## src/hw/irq_en_pkg.sv

```systemverilog
// Summary of operation
// - clock-stable enable bit gates the clocks-stable event onto the irq output
// - suspend-entry enable bit gates the suspend-entry event onto the irq output
// - dma-done enable bit gates the dma completion event onto the irq output
// - frame-start enable bit gates every start-of-frame event onto the irq output
// - mask bit n applies to the done map of descriptor n
// - isochronous any-done mask, 32-bit rw, reset zero, selects or-condition members
// - periodic any-done mask, 32-bit rw, reset zero, selects or-condition members
// - async any-done mask, 32-bit rw, reset zero, selects or-condition members
// - isochronous all-done mask, 32-bit rw, reset zero, all-zero means no and-condition
// - periodic all-done mask, 32-bit rw, reset zero, selects and-condition members
// - async all-done mask, 32-bit rw, reset zero, selects and-condition members
// - per-list completion enables on bits 9, 8, 7 gate list completion irq
`default_nettype none
package irq_en_pkg;
  localparam int          DW             = 32;
  localparam int          AW             = 12;
  localparam logic [11:0] OFS_IRQ_ENABLE = 12'h314;
  localparam logic [11:0] OFS_ISO_ANY    = 12'h318;
  localparam logic [11:0] OFS_PER_ANY    = 12'h31C;
  localparam logic [11:0] OFS_ASY_ANY    = 12'h320;
  localparam logic [11:0] OFS_ISO_ALL    = 12'h324;
  localparam logic [11:0] OFS_PER_ALL    = 12'h328;
  localparam logic [11:0] OFS_ASY_ALL    = 12'h32C;
  localparam int          BIT_FRAME      = 1;
  localparam int          BIT_DMA        = 3;
  localparam int          BIT_SUSP       = 5;
  localparam int          BIT_CLK        = 6;
  localparam int          BIT_PER        = 7;
  localparam int          BIT_ASY        = 8;
  localparam int          BIT_ISO        = 9;
  // writable enable bits; reserved positions read back zero
  localparam logic [31:0] EN_WMASK       = 32'h0000_03EA;
  localparam logic [31:0] RST_VAL        = 32'h0000_0000;
  localparam int          NREG           = 7;
  localparam logic [2:0]  IDX_EN         = 3'h0;
endpackage
`default_nettype wire

```

## src/hw/list_done_eval.sv

```systemverilog
`default_nettype none
module list_done_eval
  import irq_en_pkg::*;
(
  input  wire logic                      i_clk,
  input  wire logic                      i_rst,
  input  wire logic [irq_en_pkg::DW-1:0] i_done,
  input  wire logic [irq_en_pkg::DW-1:0] i_any_sel,
  input  wire logic [irq_en_pkg::DW-1:0] i_all_sel,
  output logic                           o_hit
);
  import irq_en_pkg::*;
  typedef struct packed {
    logic hit;
  } st_t;
  st_t st_r;
  st_t st_nxt;
  // bit n of each mask looks at descriptor n only
  // or/and combination
  always_comb begin
    st_nxt.hit = ((i_done & i_any_sel) != '0) ||
                 ((i_all_sel != '0) && ((i_done & i_all_sel) == i_all_sel));
  end
  always_ff @(posedge i_clk) begin
    if (i_rst) begin
      st_r <= '0;
    end else begin
      st_r <= st_nxt;
    end
  end
  assign o_hit = st_r.hit;
  and_empty_a: assert property (@(posedge i_clk) disable iff (i_rst)
    (i_all_sel == '0 && (i_done & i_any_sel) == '0) |=> !o_hit)
    else $error("empty and-mask raised a hit");
endmodule
`default_nettype wire

```

## src/hw/usb_host_irq_enable_and_masks.sv

```systemverilog
`default_nettype none
module usb_host_irq_enable_and_masks
  import irq_en_pkg::*;
(
  input  wire logic                   I_CLK,
  input  wire logic                   I_RST,
  input  wire logic [irq_en_pkg::AW-1:0] I_ADDR,
  input  wire logic                   I_WR,
  input  wire logic                   I_RD,
  input  wire logic [irq_en_pkg::DW-1:0] I_WDATA,
  output logic      [irq_en_pkg::DW-1:0] O_RDATA,
  input  wire logic                   I_CLK_STABLE_EV,
  input  wire logic                   I_SUSPEND_EV,
  input  wire logic                   I_DMA_DONE_EV,
  input  wire logic                   I_FRAME_START_EV,
  input  wire logic [irq_en_pkg::DW-1:0] I_ISO_DONE,
  input  wire logic [irq_en_pkg::DW-1:0] I_PER_DONE,
  input  wire logic [irq_en_pkg::DW-1:0] I_ASY_DONE,
  output logic      [irq_en_pkg::DW-1:0] O_IRQ_ENABLE,
  output logic                        O_IRQ
);
  import irq_en_pkg::*;
  typedef struct packed {
    logic [NREG-1:0][DW-1:0] regs;
    logic [DW-1:0]           rdata;
    logic                    irq;
  } st_t;
  st_t st_r;
  st_t st_nxt;
  logic [2:0] hit;
  // coined names for the stored words, all views of st_r
  logic [DW-1:0] irq_enable;
  logic [DW-1:0] isochronous_any_done_mask;
  logic [DW-1:0] periodic_any_done_mask;
  logic [DW-1:0] async_any_done_mask;
  logic [DW-1:0] isochronous_all_done_mask;
  logic [DW-1:0] periodic_all_done_mask;
  logic [DW-1:0] async_all_done_mask;

  // map a byte address onto a register index; 7 means unmapped
  function automatic logic [2:0] decode(input logic [AW-1:0] a);
    if (a == OFS_IRQ_ENABLE) begin
      decode = 3'h0;
    end else if (a == OFS_ISO_ANY) begin
      decode = 3'h1;
    end else if (a == OFS_PER_ANY) begin
      decode = 3'h2;
    end else if (a == OFS_ASY_ANY) begin
      decode = 3'h3;
    end else if (a == OFS_ISO_ALL) begin
      decode = 3'h4;
    end else if (a == OFS_PER_ALL) begin
      decode = 3'h5;
    end else if (a == OFS_ASY_ALL) begin
      decode = 3'h6;
    end else begin
      decode = 3'h7;
    end
  endfunction

  // one evaluator per list: index 0 iso, 1 periodic, 2 async
  genvar g;
  generate
    for (g = 0; g < 3; g++) begin : g_list
      list_done_eval u_eval (
        .i_clk     (I_CLK),
        .i_rst     (I_RST),
        .i_done    (g == 0 ? I_ISO_DONE : (g == 1 ? I_PER_DONE : I_ASY_DONE)),
        .i_any_sel (st_r.regs[1 + g]),
        .i_all_sel (st_r.regs[4 + g]),
        .o_hit     (hit[g])
      );
    end
  endgenerate

  // register writes, registered readback and irq combine
  always_comb begin
    logic [2:0]    idx;
    logic [DW-1:0] en;
    idx    = decode(I_ADDR);
    en     = st_r.regs[IDX_EN];
    st_nxt = st_r;
    if (I_WR && idx != 3'h7) begin
      st_nxt.regs[idx] = (idx == IDX_EN) ? (I_WDATA & EN_WMASK) : I_WDATA;
    end
    // unmapped reads return zero
    st_nxt.rdata = (I_RD && idx != 3'h7) ? st_r.regs[idx] : RST_VAL;
    st_nxt.irq = (en[BIT_CLK] && I_CLK_STABLE_EV) ||
                 (en[BIT_SUSP] && I_SUSPEND_EV) ||
                 (en[BIT_DMA] && I_DMA_DONE_EV) ||
                 (en[BIT_FRAME] && I_FRAME_START_EV) ||
                 (en[BIT_ISO] && hit[0]) ||
                 (en[BIT_PER] && hit[1]) ||
                 (en[BIT_ASY] && hit[2]);
  end

  // all state reset to zero
  always_ff @(posedge I_CLK) begin
    if (I_RST) begin
      st_r <= '0;
    end else begin
      st_r <= st_nxt;
    end
  end

  assign O_RDATA      = st_r.rdata;
  assign O_IRQ        = st_r.irq;
  assign O_IRQ_ENABLE = irq_enable;

  // coined register names, read by the checks below
  assign irq_enable                = st_r.regs[IDX_EN];
  assign isochronous_any_done_mask = st_r.regs[1];
  assign periodic_any_done_mask    = st_r.regs[2];
  assign async_any_done_mask       = st_r.regs[3];
  assign isochronous_all_done_mask = st_r.regs[4];
  assign periodic_all_done_mask    = st_r.regs[5];
  assign async_all_done_mask       = st_r.regs[6];

  clk_gate_a: assert property (@(posedge I_CLK) disable iff (I_RST)
    (I_CLK_STABLE_EV && O_IRQ_ENABLE[BIT_CLK]) |=> O_IRQ)
    else $error("clock-stable event did not raise irq");
  susp_gate_a: assert property (@(posedge I_CLK) disable iff (I_RST)
    (I_SUSPEND_EV && O_IRQ_ENABLE[BIT_SUSP]) |=> O_IRQ)
    else $error("suspend event did not raise irq");
  dma_gate_a: assert property (@(posedge I_CLK) disable iff (I_RST)
    (I_DMA_DONE_EV && O_IRQ_ENABLE[BIT_DMA]) |=> O_IRQ)
    else $error("dma done did not raise irq");
  frame_gate_a: assert property (@(posedge I_CLK) disable iff (I_RST)
    (I_FRAME_START_EV && O_IRQ_ENABLE[BIT_FRAME]) |=> O_IRQ)
    else $error("frame start did not raise irq");
  all_off_a: assert property (@(posedge I_CLK) disable iff (I_RST)
    (O_IRQ_ENABLE == '0 && !I_WR) |=> !O_IRQ)
    else $error("irq with every enable off");
  rsvd_zero_a: assert property (@(posedge I_CLK) disable iff (I_RST)
    (O_IRQ_ENABLE & ~EN_WMASK) == '0)
    else $error("reserved enable bit set");

  // readback of each mask right after its write; the read must see the new word
  // iso any-done readback
  mask_wr_a: assert property (@(posedge I_CLK) disable iff (I_RST)
    (I_WR && I_ADDR == OFS_ISO_ANY) ##1 (I_RD && I_ADDR == OFS_ISO_ANY && !I_WR)
      |=> O_RDATA == $past(I_WDATA, 2))
    else $error("mask readback mismatch");
  per_any_rd_a: assert property (@(posedge I_CLK) disable iff (I_RST)
    (I_WR && I_ADDR == OFS_PER_ANY) ##1 (I_RD && I_ADDR == OFS_PER_ANY && !I_WR)
      |=> O_RDATA == $past(I_WDATA, 2))
    else $error("periodic any-done mask readback mismatch");
  asy_any_rd_a: assert property (@(posedge I_CLK) disable iff (I_RST)
    (I_WR && I_ADDR == OFS_ASY_ANY) ##1 (I_RD && I_ADDR == OFS_ASY_ANY && !I_WR)
      |=> O_RDATA == $past(I_WDATA, 2))
    else $error("async any-done mask readback mismatch");
  iso_all_rd_a: assert property (@(posedge I_CLK) disable iff (I_RST)
    (I_WR && I_ADDR == OFS_ISO_ALL) ##1 (I_RD && I_ADDR == OFS_ISO_ALL && !I_WR)
      |=> O_RDATA == $past(I_WDATA, 2))
    else $error("iso all-done mask readback mismatch");
  per_all_rd_a: assert property (@(posedge I_CLK) disable iff (I_RST)
    (I_WR && I_ADDR == OFS_PER_ALL) ##1 (I_RD && I_ADDR == OFS_PER_ALL && !I_WR)
      |=> O_RDATA == $past(I_WDATA, 2))
    else $error("periodic all-done mask readback mismatch");
  asy_all_rd_a: assert property (@(posedge I_CLK) disable iff (I_RST)
    (I_WR && I_ADDR == OFS_ASY_ALL) ##1 (I_RD && I_ADDR == OFS_ASY_ALL && !I_WR)
      |=> O_RDATA == $past(I_WDATA, 2))
    else $error("async all-done mask readback mismatch");

  // or-condition: hit one edge after the done map, irq one edge later
  // iso or-condition
  iso_list_a: assert property (@(posedge I_CLK) disable iff (I_RST)
    ((I_ISO_DONE & isochronous_any_done_mask) != '0 && O_IRQ_ENABLE[BIT_ISO] && !I_WR) |-> ##2 O_IRQ)
    else $error("iso or-condition did not raise irq");
  per_list_a: assert property (@(posedge I_CLK) disable iff (I_RST)
    ((I_PER_DONE & periodic_any_done_mask) != '0 && O_IRQ_ENABLE[BIT_PER] && !I_WR) |-> ##2 O_IRQ)
    else $error("periodic or-condition did not raise irq");
  asy_list_a: assert property (@(posedge I_CLK) disable iff (I_RST)
    ((I_ASY_DONE & async_any_done_mask) != '0 && O_IRQ_ENABLE[BIT_ASY] && !I_WR) |-> ##2 O_IRQ)
    else $error("async or-condition did not raise irq");

  // and-condition: every selected descriptor done, empty mask never counts
  // iso and-condition
  iso_and_a: assert property (@(posedge I_CLK) disable iff (I_RST)
    (isochronous_all_done_mask != '0 && (I_ISO_DONE & isochronous_all_done_mask) == isochronous_all_done_mask
      && O_IRQ_ENABLE[BIT_ISO] && !I_WR) |-> ##2 O_IRQ)
    else $error("iso and-condition did not raise irq");
  per_and_a: assert property (@(posedge I_CLK) disable iff (I_RST)
    (periodic_all_done_mask != '0 && (I_PER_DONE & periodic_all_done_mask) == periodic_all_done_mask
      && O_IRQ_ENABLE[BIT_PER] && !I_WR) |-> ##2 O_IRQ)
    else $error("periodic and-condition did not raise irq");
  asy_and_a: assert property (@(posedge I_CLK) disable iff (I_RST)
    (async_all_done_mask != '0 && (I_ASY_DONE & async_all_done_mask) == async_all_done_mask
      && O_IRQ_ENABLE[BIT_ASY] && !I_WR) |-> ##2 O_IRQ)
    else $error("async and-condition did not raise irq");

  // one list enable alone: irq follows that list's hit and nothing else
  // iso enable alone
  iso_only_a: assert property (@(posedge I_CLK) disable iff (I_RST)
    (O_IRQ_ENABLE == (32'h1 << BIT_ISO)) |=> (O_IRQ == $past(hit[0])))
    else $error("iso enable alone let another cause through");
  per_only_a: assert property (@(posedge I_CLK) disable iff (I_RST)
    (O_IRQ_ENABLE == (32'h1 << BIT_PER)) |=> (O_IRQ == $past(hit[1])))
    else $error("periodic enable alone let another cause through");
  asy_only_a: assert property (@(posedge I_CLK) disable iff (I_RST)
    (O_IRQ_ENABLE == (32'h1 << BIT_ASY)) |=> (O_IRQ == $past(hit[2])))
    else $error("async enable alone let another cause through");

  rst_clear_a: assert property (@(posedge I_CLK) I_RST |=> (st_r.regs == '0 && O_RDATA == '0 && !O_IRQ))
    else $error("state not cleared by reset");
  // unmapped reads answer zero so software never sees stale data
  unmapped_rd_a: assert property (@(posedge I_CLK) disable iff (I_RST)
    (I_RD && decode(I_ADDR) == 3'h7) |=> O_RDATA == '0)
    else $error("unmapped read returned data");

  // main scenarios reached
  cov_iso_c: cover property (@(posedge I_CLK) O_IRQ_ENABLE[BIT_ISO] && hit[0]);
  cov_per_c: cover property (@(posedge I_CLK) O_IRQ_ENABLE[BIT_PER] && hit[1]);
  cov_asy_c: cover property (@(posedge I_CLK) O_IRQ_ENABLE[BIT_ASY] && hit[2]);
  cov_and_c: cover property (@(posedge I_CLK) isochronous_all_done_mask != '0 && hit[0]);
  cov_frame_c: cover property (@(posedge I_CLK) I_FRAME_START_EV && O_IRQ_ENABLE[BIT_FRAME]);
endmodule
`default_nettype wire

```

## config.mk

```make
export PLATFORM = sky130hd
export DESIGN_NAME = usb_host_irq_enable_and_masks
export DESIGN_NICKNAME = d
export VERILOG_FILES = /design/src/hw/irq_en_pkg.sv /design/src/hw/list_done_eval.sv /design/src/hw/usb_host_irq_enable_and_masks.sv
export SDC_FILE = /design/constraint.sdc
export NUM_CORES = 1
export LEC_CHECK = 0
export ABC_AREA = 1
export CORE_ASPECT_RATIO = 0.7
export CORE_MARGIN = 4
export CORE_UTILIZATION = 40
export CTS_CLUSTER_DIAMETER = 200
export CTS_CLUSTER_SIZE = 16
export DETAILED_ROUTE_END_ITERATION = 10
export DONT_BUFFER_PORTS = 1
export PLACE_DENSITY_LB_ADDON = 0.2
export SLEW_MARGIN = 0
export SYNTH_ARGS = -nofsm -noshare
export SYNTH_HDL_FRONTEND = slang
export SYNTH_SLANG_ARGS = --single-unit
```

## constraint.sdc

```tcl
create_clock -name I_CLK -period 4.4 [get_ports I_CLK]
set_input_delay 0.22 -clock I_CLK [delete_from_list [all_inputs] [get_ports I_CLK]]
set_output_delay 0.22 -clock I_CLK [all_outputs]
set_load 0.05 [all_outputs]
```

==> impl_results.md, run 1 <==
* Status: finished, final reports clean
* Worst Path Arrival at 2.80 ns
* Cell Rows at 53
* Final setup vio count at 0
* Max-slew headroom at 28.3%
* Clk sink count at 260
* Fin area at 13,100 µm²
* Max-cap violation count at 0
* CP delay by family, top: simple AND/OR/NAND/NOR gates
* Yosys cell types at 32
* CTS root buffer: clkbuf_16
* GRT Overall Usage at between 30% and 40%
* Die Ht at 154 µm
* Syn nets at 1,943
* Via density at approximately 5.7
* Fill cells at between 3,000 and 4,000
* Reg2Reg Depth at 5
* Reg-to-reg startpoint: O_IRQ_ENABLE[5]
* CP max FO at 26
* Buf/Inv on CP at 4
* Synthesized area at 12,200 µm²
* Critical path launch point type: input pin
* Avg WL per Cell at 24.8 µm
* Synth Instances at 1,795
* Crit share post-route at between 50% and 60%
* Largest net degree at the start of global routing at 138
* Ant diodes at 0
* Area of the multi-input gates at 5850 µm²
* Placement Cell Area at around 12,000 µm²
* Setup TNS at 0 ns
* Peak supply drop at 0.217 mV
* Post-DP HPWL at 40,400 µm
* Worst Setup EP: O_RDATA[3]
* Clock Latency Late Sink at 0.55 ns
* Critical path depth at 12
* Total grt overflow at 0
* Worst reg2reg path endpoint: O_IRQ
* Leakage at between 5 and 6 nW
* Hold Path Origin: I_WDATA[28]
* Critical path capture point type: flop
* Worst EP required at 4.85 ns
* Drt pass-1 iters at 5
* Max Slew Vio Count at 0
* CTS tree: built
* Layout area overhead at 7.46%
* Final clock skew at 0.0349 ns
* DRT Wirelength at 53,500 µm
* Number of DRC markers in iteration 0 at 1,845
* RSZ-0062 raised after global routing: false
* Die W at 217 µm
* # DRC at 0
* I/O Pins at roughly 210
* Number of clock buffers inserted by TritonCTS at 20
* Via Count at between 10,000 and 15,000
* CP max stage cell: nand3_2
* Yosys reg bits at 260
* Htree depth at 1
* Syn_area_per_cell at 6.81 µm²
* Core ar. at 30,100 µm²
* Initial antenna violation count at 2
* F_max at about 430 MHz
* Ordered list of cells on the worst path: inv_1 -> nand2_1 -> nor2_4 -> nand3_2 -> inv_2 -> nor2_4 -> nand3_2 -> buf_4 -> nand2_1 -> inv_2 -> nand2_1 -> nor2_1
* IO buf count at 0
* Gpl congestion at roughly 1
* Max incr delay on CP at around 0.54 ns
* Initial Util at 40.6%
* CP most frequent cell: nand2_1
* Final Hold Fails at 0
* Clock buffer depth at 3
* First-pass GRT wire length at roughly 76,000 µm
* Worst reg2reg setup slack at between 2 and 2.5 ns
* Clock transition at path regs at around 0.080 ns
* Worst Setup SP: I_ADDR[7]
* Vias in the first global route at 11,108
* Layout cell share with drive strength beyond 1 at 5.38%
* Antenna Violating Nets Remaining at 0
* Pwr dens at 322 nW/µm²
* Critical Setup Path Class: input pin to flop
* Actual slew at the worst max-slew pin at between 1 and 1.5 ns
* Die Area at 33,500 µm²
* Storage cell area at 5200 µm²
* Final net count at between 1,500 and 2,000
* HP Class: input pin to flop
* Synthesis warning total at 0
* Final min period at ~2.4 ns
* Post-synthesis sequential area ratio at between 40 and 50%
[layout make-up]
cell class | instances | share of cell area [%]
Clock buffer | 20 | 3.81
Tap cell | 412 | 3.92
Multi-Input combinational cell | 1239 | 44.5
Timing Repair Buffer | 31 | 2.28
Inverter | 196 | 5.61
Clock inverter | 2 | 0.248
Sequential cell | 260 | 39.6
[layer usage]
layer | part of all wire [%] | global-route usage [%] | vias up
met5 | 0.026 | 0 | -
met2 | 36 | 38.6 | 726
met4 | 2.0 | 5.24 | 2
li1 | - | - | 5814
met3 | 15 | 12.9 | 58
met1 | 47 | 47.6 | 5713
[worst min path at each step]
stage / cells past startpoint / end / slack (ns)
final: 2 / periodic_all_done_mask[28] / 0.02
after global routing: 2 / periodic_any_done_mask[28] / 0.02
after CTS: 2 / periodic_all_done_mask[28] / 0.006
after detailed placement: 1 / isochronous_all_done_mask[19] / 0.32
after global placement: 1 / isochronous_all_done_mask[13] / 0.32
after floorplan: 2 / isochronous_any_done_mask[1] / 0.35
[layout by cell type (no fill, tap or decap), types with 2 or more instances in the layout]
cell and instances:
nor2_2 3, o2111ai_1 17, clkinv_8 2, a221oi_1 11
inv_2 24, buf_4 15, o21ai_0 142, nor4_1 17
o22ai_1 35, dfxtp_1 260, o211ai_1 3, nand2_1 447
or2_2 7, nand3_4 2, a211oi_1 35, nand4_1 45
nor3_1 11, nand3_1 52, dlygate4sd3_1 14, inv_1 171
nor2_1 198, nand3_2 3, nand2_2 7, and3_1 2
a21oi_1 189, clkbuf_16 20, a22o_1 3, nor2_4 7
[what timing repair did]
action	4_1_cts	5_1_grt
setup endpoints to repair	0	0
setup buffers	0	0
endpoints found under the hold margin	119	0
gates resized for setup	0	0
hold buffers	15	0
[synthesized netlist by cell type]
library cell	count	area, µm²
a211oi_1	35	263
a21oi_1	189	946
a221oi_1	11	96.3
a22o_1	3	26.3
and2_0	1	6.26
and3_1	2	12.5
buf_1	12	45.0
buf_2	35	175
buf_4	5	37.5
buf_6	1	11.3
clkbuf_1	47	176
dfxtp_1	260	5200
inv_1	172	646
inv_2	24	90.1
nand2_1	448	1680
nand2_2	6	37.5
nand3_1	52	260
nand3_2	3	30.0
nand3_4	2	35.0
nand3b_1	1	7.51
nand4_1	45	282
nor2_1	198	743
nor2_2	4	25.0
nor2_4	6	67.6
nor2_8	1	20.0
nor3_1	11	55.1
nor4_1	17	106
o2111ai_1	17	149
o211ai_1	3	22.5
o21ai_0	142	711
o22ai_1	35	219
or2_2	7	43.8
[power by group]
part	total (W)	internal, W	switching [W]
registers	0.00235	0.00235	0.000000619
logic	0.000147	0.0000309	0.000116
clock network	0.00174	0.000821	0.000917
[registers in the layout, indices dropped and copies added, names as in the netlist]
name and count:
async_all_done_mask 32, g_list.u_eval.o_hit 3, periodic_all_done_mask 32, O_IRQ 1
periodic_any_done_mask 32, O_IRQ_ENABLE 32, isochronous_all_done_mask 32, O_RDATA 32
async_any_done_mask 32, isochronous_any_done_mask 32
[worst register-to-register path, cell delays in order (launching register included)]
cell	delay [ns]
dfxtp_1	0.72
a22o_1	0.25
a21oi_1	0.04
dlygate4sd3_1	0.58
a21oi_1	0.13
dlygate4sd3_1	0.56
[metrics by stage]
step	util (%)	setup WS [ns]	total power, W	std cells	hold slack (ns)
floorplan	-	2.81	0.00248	1795	0.355
global placement	41.3	1.73	0.00251	2123	0.317
detailed placement	41.3	1.58	0.00251	2123	0.322
CTS	43.7	2.04	0.00424	2160	0.00558
global route	43.7	1.90	0.00432	2160	0.0236
finish	43.7	2.05	0.00424	2160	0.0181
[kinds of logic after synthesis]
logic type | count (synthesis) | synth area share, %
and+or+nand+nor | 804 | 27.9
AOI/OAI and AO/OA | 435 | 19.9
buffers and inverters | 296 | 9.66
DFF | 260 | 42.6
No activity file was read; power rests on OpenSTA's default activity.
==> run 2, diff against run 1 <==
Clock period 4.4 ns to 2.2 ns, I/O delays scaled along.
==> run 2 against run 1 <==
Register-to-register slack got worse by 1.8 ns. Non-clock buffer count rose by 71. Total power grew 100%. Clock skew up 0.0027 ns. Critical path depth down 4. Count of clock-buffer cells in the layout did not move. Cell area increased by 5.5%. Largest cell class unchanged. Global-route usage grew 0.28 points. Largest power group unchanged. Sequential cell count unchanged. Hold slack gained 0.0090 ns. Sequential share of layout area is 2.1 points lower. Clock power is 98% higher.
==> impl_results.md, run 2 (same netlist as run 1, synthesis figures left out) <==
* # DRC at 0
* Layout area overhead at 13.4%
* I/O Pins at 213
* Sw Ratio at about a quarter
* DRT Wirelength at 54,300 µm
* Worst EP required at 2.69 ns
* Max-slew headroom at 57.9%
* Core ar. at 30,100 µm²
* Post-DP HPWL at slightly above 40,000 µm
* Peak supply drop at 0.521 mV
* Clock Latency Late Sink at around 0.55 ns
* Worst Setup SP: I_WR
* IO buf count at 0
* Max-cap violation count at 0
* Final min period at 1.98 ns
* F_max at 505 MHz
* Die Ht at 154 µm
* Finished Layout Cells at around 2,200
* CTS tree: built
* Crit share post-route at 90.1%
* Initial Util at between 40% and 50%
* Clk sink count at between 200 and 300
* Max incr delay on CP at about 0.62 ns
* Worst Path Arrival at 2.47 ns
* Final net count at 1,967
* Number of DRC markers in iteration 0 at 1,736
* Via Count at 12,698
* Buf/Inv on CP at 4
* Status: finished, final reports clean
* Total grt overflow at 0
* Critical path capture point type: flop
* Cell Rows at 53
* Seq pwr share at 55.3%
* Initial antenna violation count at 1
* Largest net degree at the start of global routing at 74
* Critical Setup Path Class: input pin to flop
* CTS root buffer: clkbuf_16
* Setup slack at placement at 0.269 ns
* Final setup vio count at 0
* Final Hold Fails at 0
* Antenna Violating Nets Remaining at 0
* Clock buffer depth at 3
* GRT Overall Usage at 30.8%
* Most common cell after layout, fill and taps aside: nand2_1
* Number of clock buffers inserted by TritonCTS at 20
* Htree depth at 1
* HP Class: input pin to flop
* CP delay by family, top: buffers and inverters
* RSZ-0062 raised after global routing: false
* Final Worst Setup Slack at 0.219 ns
* Reg-to-reg startpoint: periodic_all_done_mask[31]
* Logic pwr share at 4.1%
* Leakage at 5.53 nW
* Vias in the first global route at 11,269
* NetSw at 0.00206 W
* Inst Count DP at 2,162
* Fin area at 13,900 µm²
* Storage cell area at 5200 µm²
* Worst reg2reg setup slack at 0.27 ns
* Via density at roughly 5.7
* Critical path launch point type: input pin
* Final clock skew at 0.0375 ns
* Actual slew at the worst max-slew pin at 0.630 ns
* Layout cell share with drive strength beyond 1 at between 7 and 8%
* First-pass GRT wire length at 77,200 µm
* Gpl congestion at roughly 1.0
* CP max FO at 54
* Clock transition at path regs at 0.08 ns
* Avg WL per Cell at 24.3 µm
* Die Area at roughly 33,000 µm²
* Most used cells in the layout excluding fill and tap cells: 447 x nand2_1, 260 x dfxtp_1, 198 x nor2_1
* Worst Hold Slack at approximately 0.027 ns
* Placement Cell Area at approximately 13,000 µm²
* Drt pass-1 iters at 5
* Setup TNS at 0 ns
* Ordered list of cells on the worst path: dlygate4sd3_1 -> buf_12 -> nand2_2 -> nor2_4 -> buf_12 -> nor2_1 -> a211oi_1 -> dlygate4sd3_1
* Pint at 0.00644 W
* Ant diodes at 0
* CP max stage cell: dlygate4sd3_1
* Max Slew Vio Count at 0
* Power share of the clock group at 40.6%
* Hold Path Origin: I_PER_DONE[21]
* Pwr dens at 613 nW/µm²
* Die W at about 220 µm
* Fill cells at 3,170
* Area of the multi-input gates at 5850 µm²
## run 2: cell types whose count changed in the layout (fill, tap and decap cells not counted)
cell           delta
buf_4            +31
dlygate4sd3_1    +31
buf_12            +9
## run 2: worst paths after layout
path,endpoint,cells after the start
worst max-delay path,async_any_done_mask[8],8
worst min-delay path,g_list[1].u_eval.o_hit,6
worst max register to register,g_list[1].u_eval.o_hit,8
worst min register to register,periodic_any_done_mask[9],2
## run 2: timing repair
action | 4_1_cts | 5_1_grt
buffers inserted | 0 | 0
gates resized for setup | 0 | 0
hold endpoints to repair | 173 | 0
hold buffers | 47 | 0
## run 2: through the flow
step / total power, W / utilization, %
6_report: 0.00850 / 46.1
5_1_grt: 0.00870 / 46.1
4_1_cts: 0.00852 / 46.1
3_5_place_dp: 0.00503 / 42.6
3_3_place_gp: 0.00503 / 42.6
2_1_floorplan: 0.00497 / -
## run 2: area by class of cell
type                    count  area share, %
well taps                 412           3.72
flip-flops and latches    260           37.5
repair buffers            102           7.38
clock inverters             2          0.235
inverters                 196           5.31
multi-input cells        1239           42.2
clock buffers              20           3.61
## run 2: per-layer routing
layer / GRT usage, % / vias up / part of all wire, %
met5: 0 / - / 0.026
met4: 5.21 / 2 / 1.6
met3: 10.6 / 52 / 14
met2: 38.6 / 761 / 37
met1: 49.9 / 5919 / 47
li1: - / 5964 / -
## run 2: power by group through the flow
stage               sequential (W)  clock [W]  combinational, W
global placement           0.00481          0          0.000218
global route               0.00470    0.00364          0.000356
detailed placement         0.00481          0          0.000218
finish                     0.00470    0.00345          0.000346
CTS                        0.00470    0.00349          0.000329
floorplan                  0.00481          0          0.000152
## run 2: worst reg2reg max path, cell delays in order (launching register included)
cell and delay (ns):
dfxtp_1 0.33, inv_1 0.17, o22ai_1 0.13, a21oi_1 0.12
nand3_1 0.08, dlygate4sd3_1 0.57, nor2_1 0.19, nand3_1 0.10
a21oi_1 0.16
==> run 3, diff against run 2 <==
Settings changed: CELL_PAD_IN_SITES_DETAIL_PLACEMENT set to 1, CELL_PAD_IN_SITES_GLOBAL_PLACEMENT set to 1, CORE_ASPECT_RATIO 0.7 to 1.2.
==> run 3 against run 2 <==
Cell count fell by 1.3%. Global-route usage rose by 0.059 points. Critical endpoint is now g_list[1].u_eval.o_hit. Largest power group unchanged. Total power rose by 0.51%. Sequential share of layout area rose by 0.17 points. Maximum frequency rose by 4.3%. Register-to-register slack improved by 0.03 ns. Critical path depth fell by 1. Routed wire length fell by 1.3%.
==> impl_results.md, run 3 (same netlist as run 1, synthesis figures left out) <==
* Initial Util at 40.9%
* Critical path launch point type: flop
* Antenna Violating Nets Remaining at 0
* Layout area overhead at 12.9%
* IO buf count at 0
* First-pass GRT wire length at slightly below 80,000 µm
* Clk sink count at 260
* Final setup vio count at 0
* Layout Utilization at 46.2%
* DRT Wirelength at 53,600 µm
* Number of clock buffers inserted by TritonCTS at 20
* Peak supply drop at 0.623 mV
* DR top layer: met5
* Avg WL per Cell at between 20 and 25 µm
* Post-DP HPWL at 40,200 µm
* F_max at 527 MHz
* Actual slew at the worst max-slew pin at approximately 1.0 ns
* Seq pwr share at 55.0%
* Worst Setup EP: g_list[1].u_eval.o_hit
* Total grt overflow at 0
* Setup slack at placement at 0.357 ns
* Worst Path Arrival at 2.30 ns
* Number of post-CTS setup repair buffers at 0
* Reg-to-reg startpoint: periodic_any_done_mask[25]
* Largest net degree at the start of global routing at 77
* Logic pwr share at 3.9%
* Most common cell after layout, fill and taps aside: nand2_1
* Sw Ratio at 24.0%
* Htree depth at 1
* Final net count at 1,959
* Setup TNS at 0 ns
* Crit share post-route at a little under nine tenths
* Clock transition at path regs at around 0.080 ns
* Power share of the clock group at 41.1%
* Via Count at 12,580
* Final Worst Setup Slack at 0.301 ns
* Gpl congestion at around 0.99
* Critical Setup Path Class: flop to flop
* Status: finished, final reports clean
* M1 WL at 23,900 µm
* Layout cell share with drive strength beyond 1 at 6.90%
* Max-cap violation count at 0
* Worst EP required at around 2.6 ns
* HP Class: input pin to flop
* Post-cts repair resize count at 0
* Max Slew Vio Count at 0
* Final clock skew at 0.0196 ns
* Drt pass-1 iters at 6
* CTS tree: built
* CTS root buffer: clkbuf_16
* GRT Overall Usage at 30.9%
* Final Power at 0.00855 W
* Clock buffer depth at 3
* Pwr dens at just over 600 nW/µm²
* Final min period at 1.90 ns
* Critical path capture point type: flop
* Max-slew headroom at 30.3%
* DR WL met2 at 22,600 µm
* Core ar. at ~30,000 µm²
* Met3 WL at 5260 µm
* Via density at 5.71
* Die W at 168 µm
* Final Hold Fails at 0
* Die Area at roughly 33,000 µm²
* Most used cells in the layout excluding fill and tap cells: 447 x nand2_1, 260 x dfxtp_1, 198 x nor2_1
* Hold_buf cts at 47
* Die Ht at roughly 200 µm
* Cell Rows at between 60 and 70
* Fin area at 13,800 µm²
* Worst reg2reg path endpoint: g_list[1].u_eval.o_hit
* # DRC at 0
* RSZ-0062 raised after global routing: false
* Vias in the first global route at 12,548
* I/O Pins at 213
* Placement Cell Area at 12,800 µm²
* Reg2Reg Depth at 7
* Worst Setup SP: periodic_any_done_mask[25]
* Leakage at around 5.5 nW
* Clock Latency Late Sink at 0.52 ns
* Worst reg2reg setup slack at approximately 0.3 ns
* Number of DRC markers in iteration 0 at 1,188
* NetSw at 0.00205 W
* Initial antenna violation count at 2
* Pint at 0.00650 W
* CP max FO at 3
==> run 3: cell count changes in the layout (fill, tap and decap cells not counted), sizes merged <==
cell,previous run,this run
buf,57,48
clkbuf,20,21
clkinv,3,2
diode,0,1
dlygate4sd3,45,46
==> run 3: layout make-up <==
type	count	area [µm²]
Clock inverter	1	16.3
Antenna cell	1	2.50
Tap cell	390	488
Clock buffer	21	526
Timing Repair Buffer	94	978
Fill cell	3871	16100
Inverter	196	737
Sequential cell	260	5200
Multi-Input combinational cell	1239	5850
==> run 3: power groups by stage <==
stage                     clock, W  combinational (W)  sequential, W
after floorplan                  0           0.000152        0.00481
after global placement           0           0.000213        0.00481
after detailed placement         0           0.000214        0.00481
after CTS                  0.00355           0.000320        0.00470
after global routing       0.00372           0.000348        0.00470
final                      0.00351           0.000330        0.00470
==> run 3: worst min-delay path by stage <==
stage	cells past startpoint	slack, ns	from	end
final	2	0.0004	I_WDATA[23]	periodic_all_done_mask[23]
after global routing	2	0.01	I_WDATA[23]	periodic_all_done_mask[23]
after CTS	2	0.0002	I_WDATA[20]	async_all_done_mask[20]
after detailed placement	1	0.20	I_RST	async_any_done_mask[1]
after global placement	1	0.20	I_RST	async_any_done_mask[5]
after floorplan	2	0.24	I_WDATA[1]	isochronous_any_done_mask[1]
==> run 3: worst max-delay path, cell delays in order (launching register included) <==
cell and delay, ns:
dfxtp_1 0.33, nand2_1 0.15, nand2_1 0.07, a221oi_1 0.28
dlygate4sd3_1 0.63, nand2_1 0.06, nor3_1 0.16, a21oi_1 0.09
==> run 3: metal layers <==
layer / vias to the layer above / track usage (%)
met5: - / 0
met4: 2 / 9.56
met3: 75 / 7.52
met2: 510 / 45.9
met1: 6059 / 44.3
li1: 5934 / -
==> run 3: metrics by stage <==
step | instances | hold slack [ns]
global placement | 2132 | 0.200
finish | 2202 | 0.000401
floorplan | 1795 | 0.245
detailed placement | 2132 | 0.203
global route | 2202 | 0.0102
CTS | 2201 | 0.000212
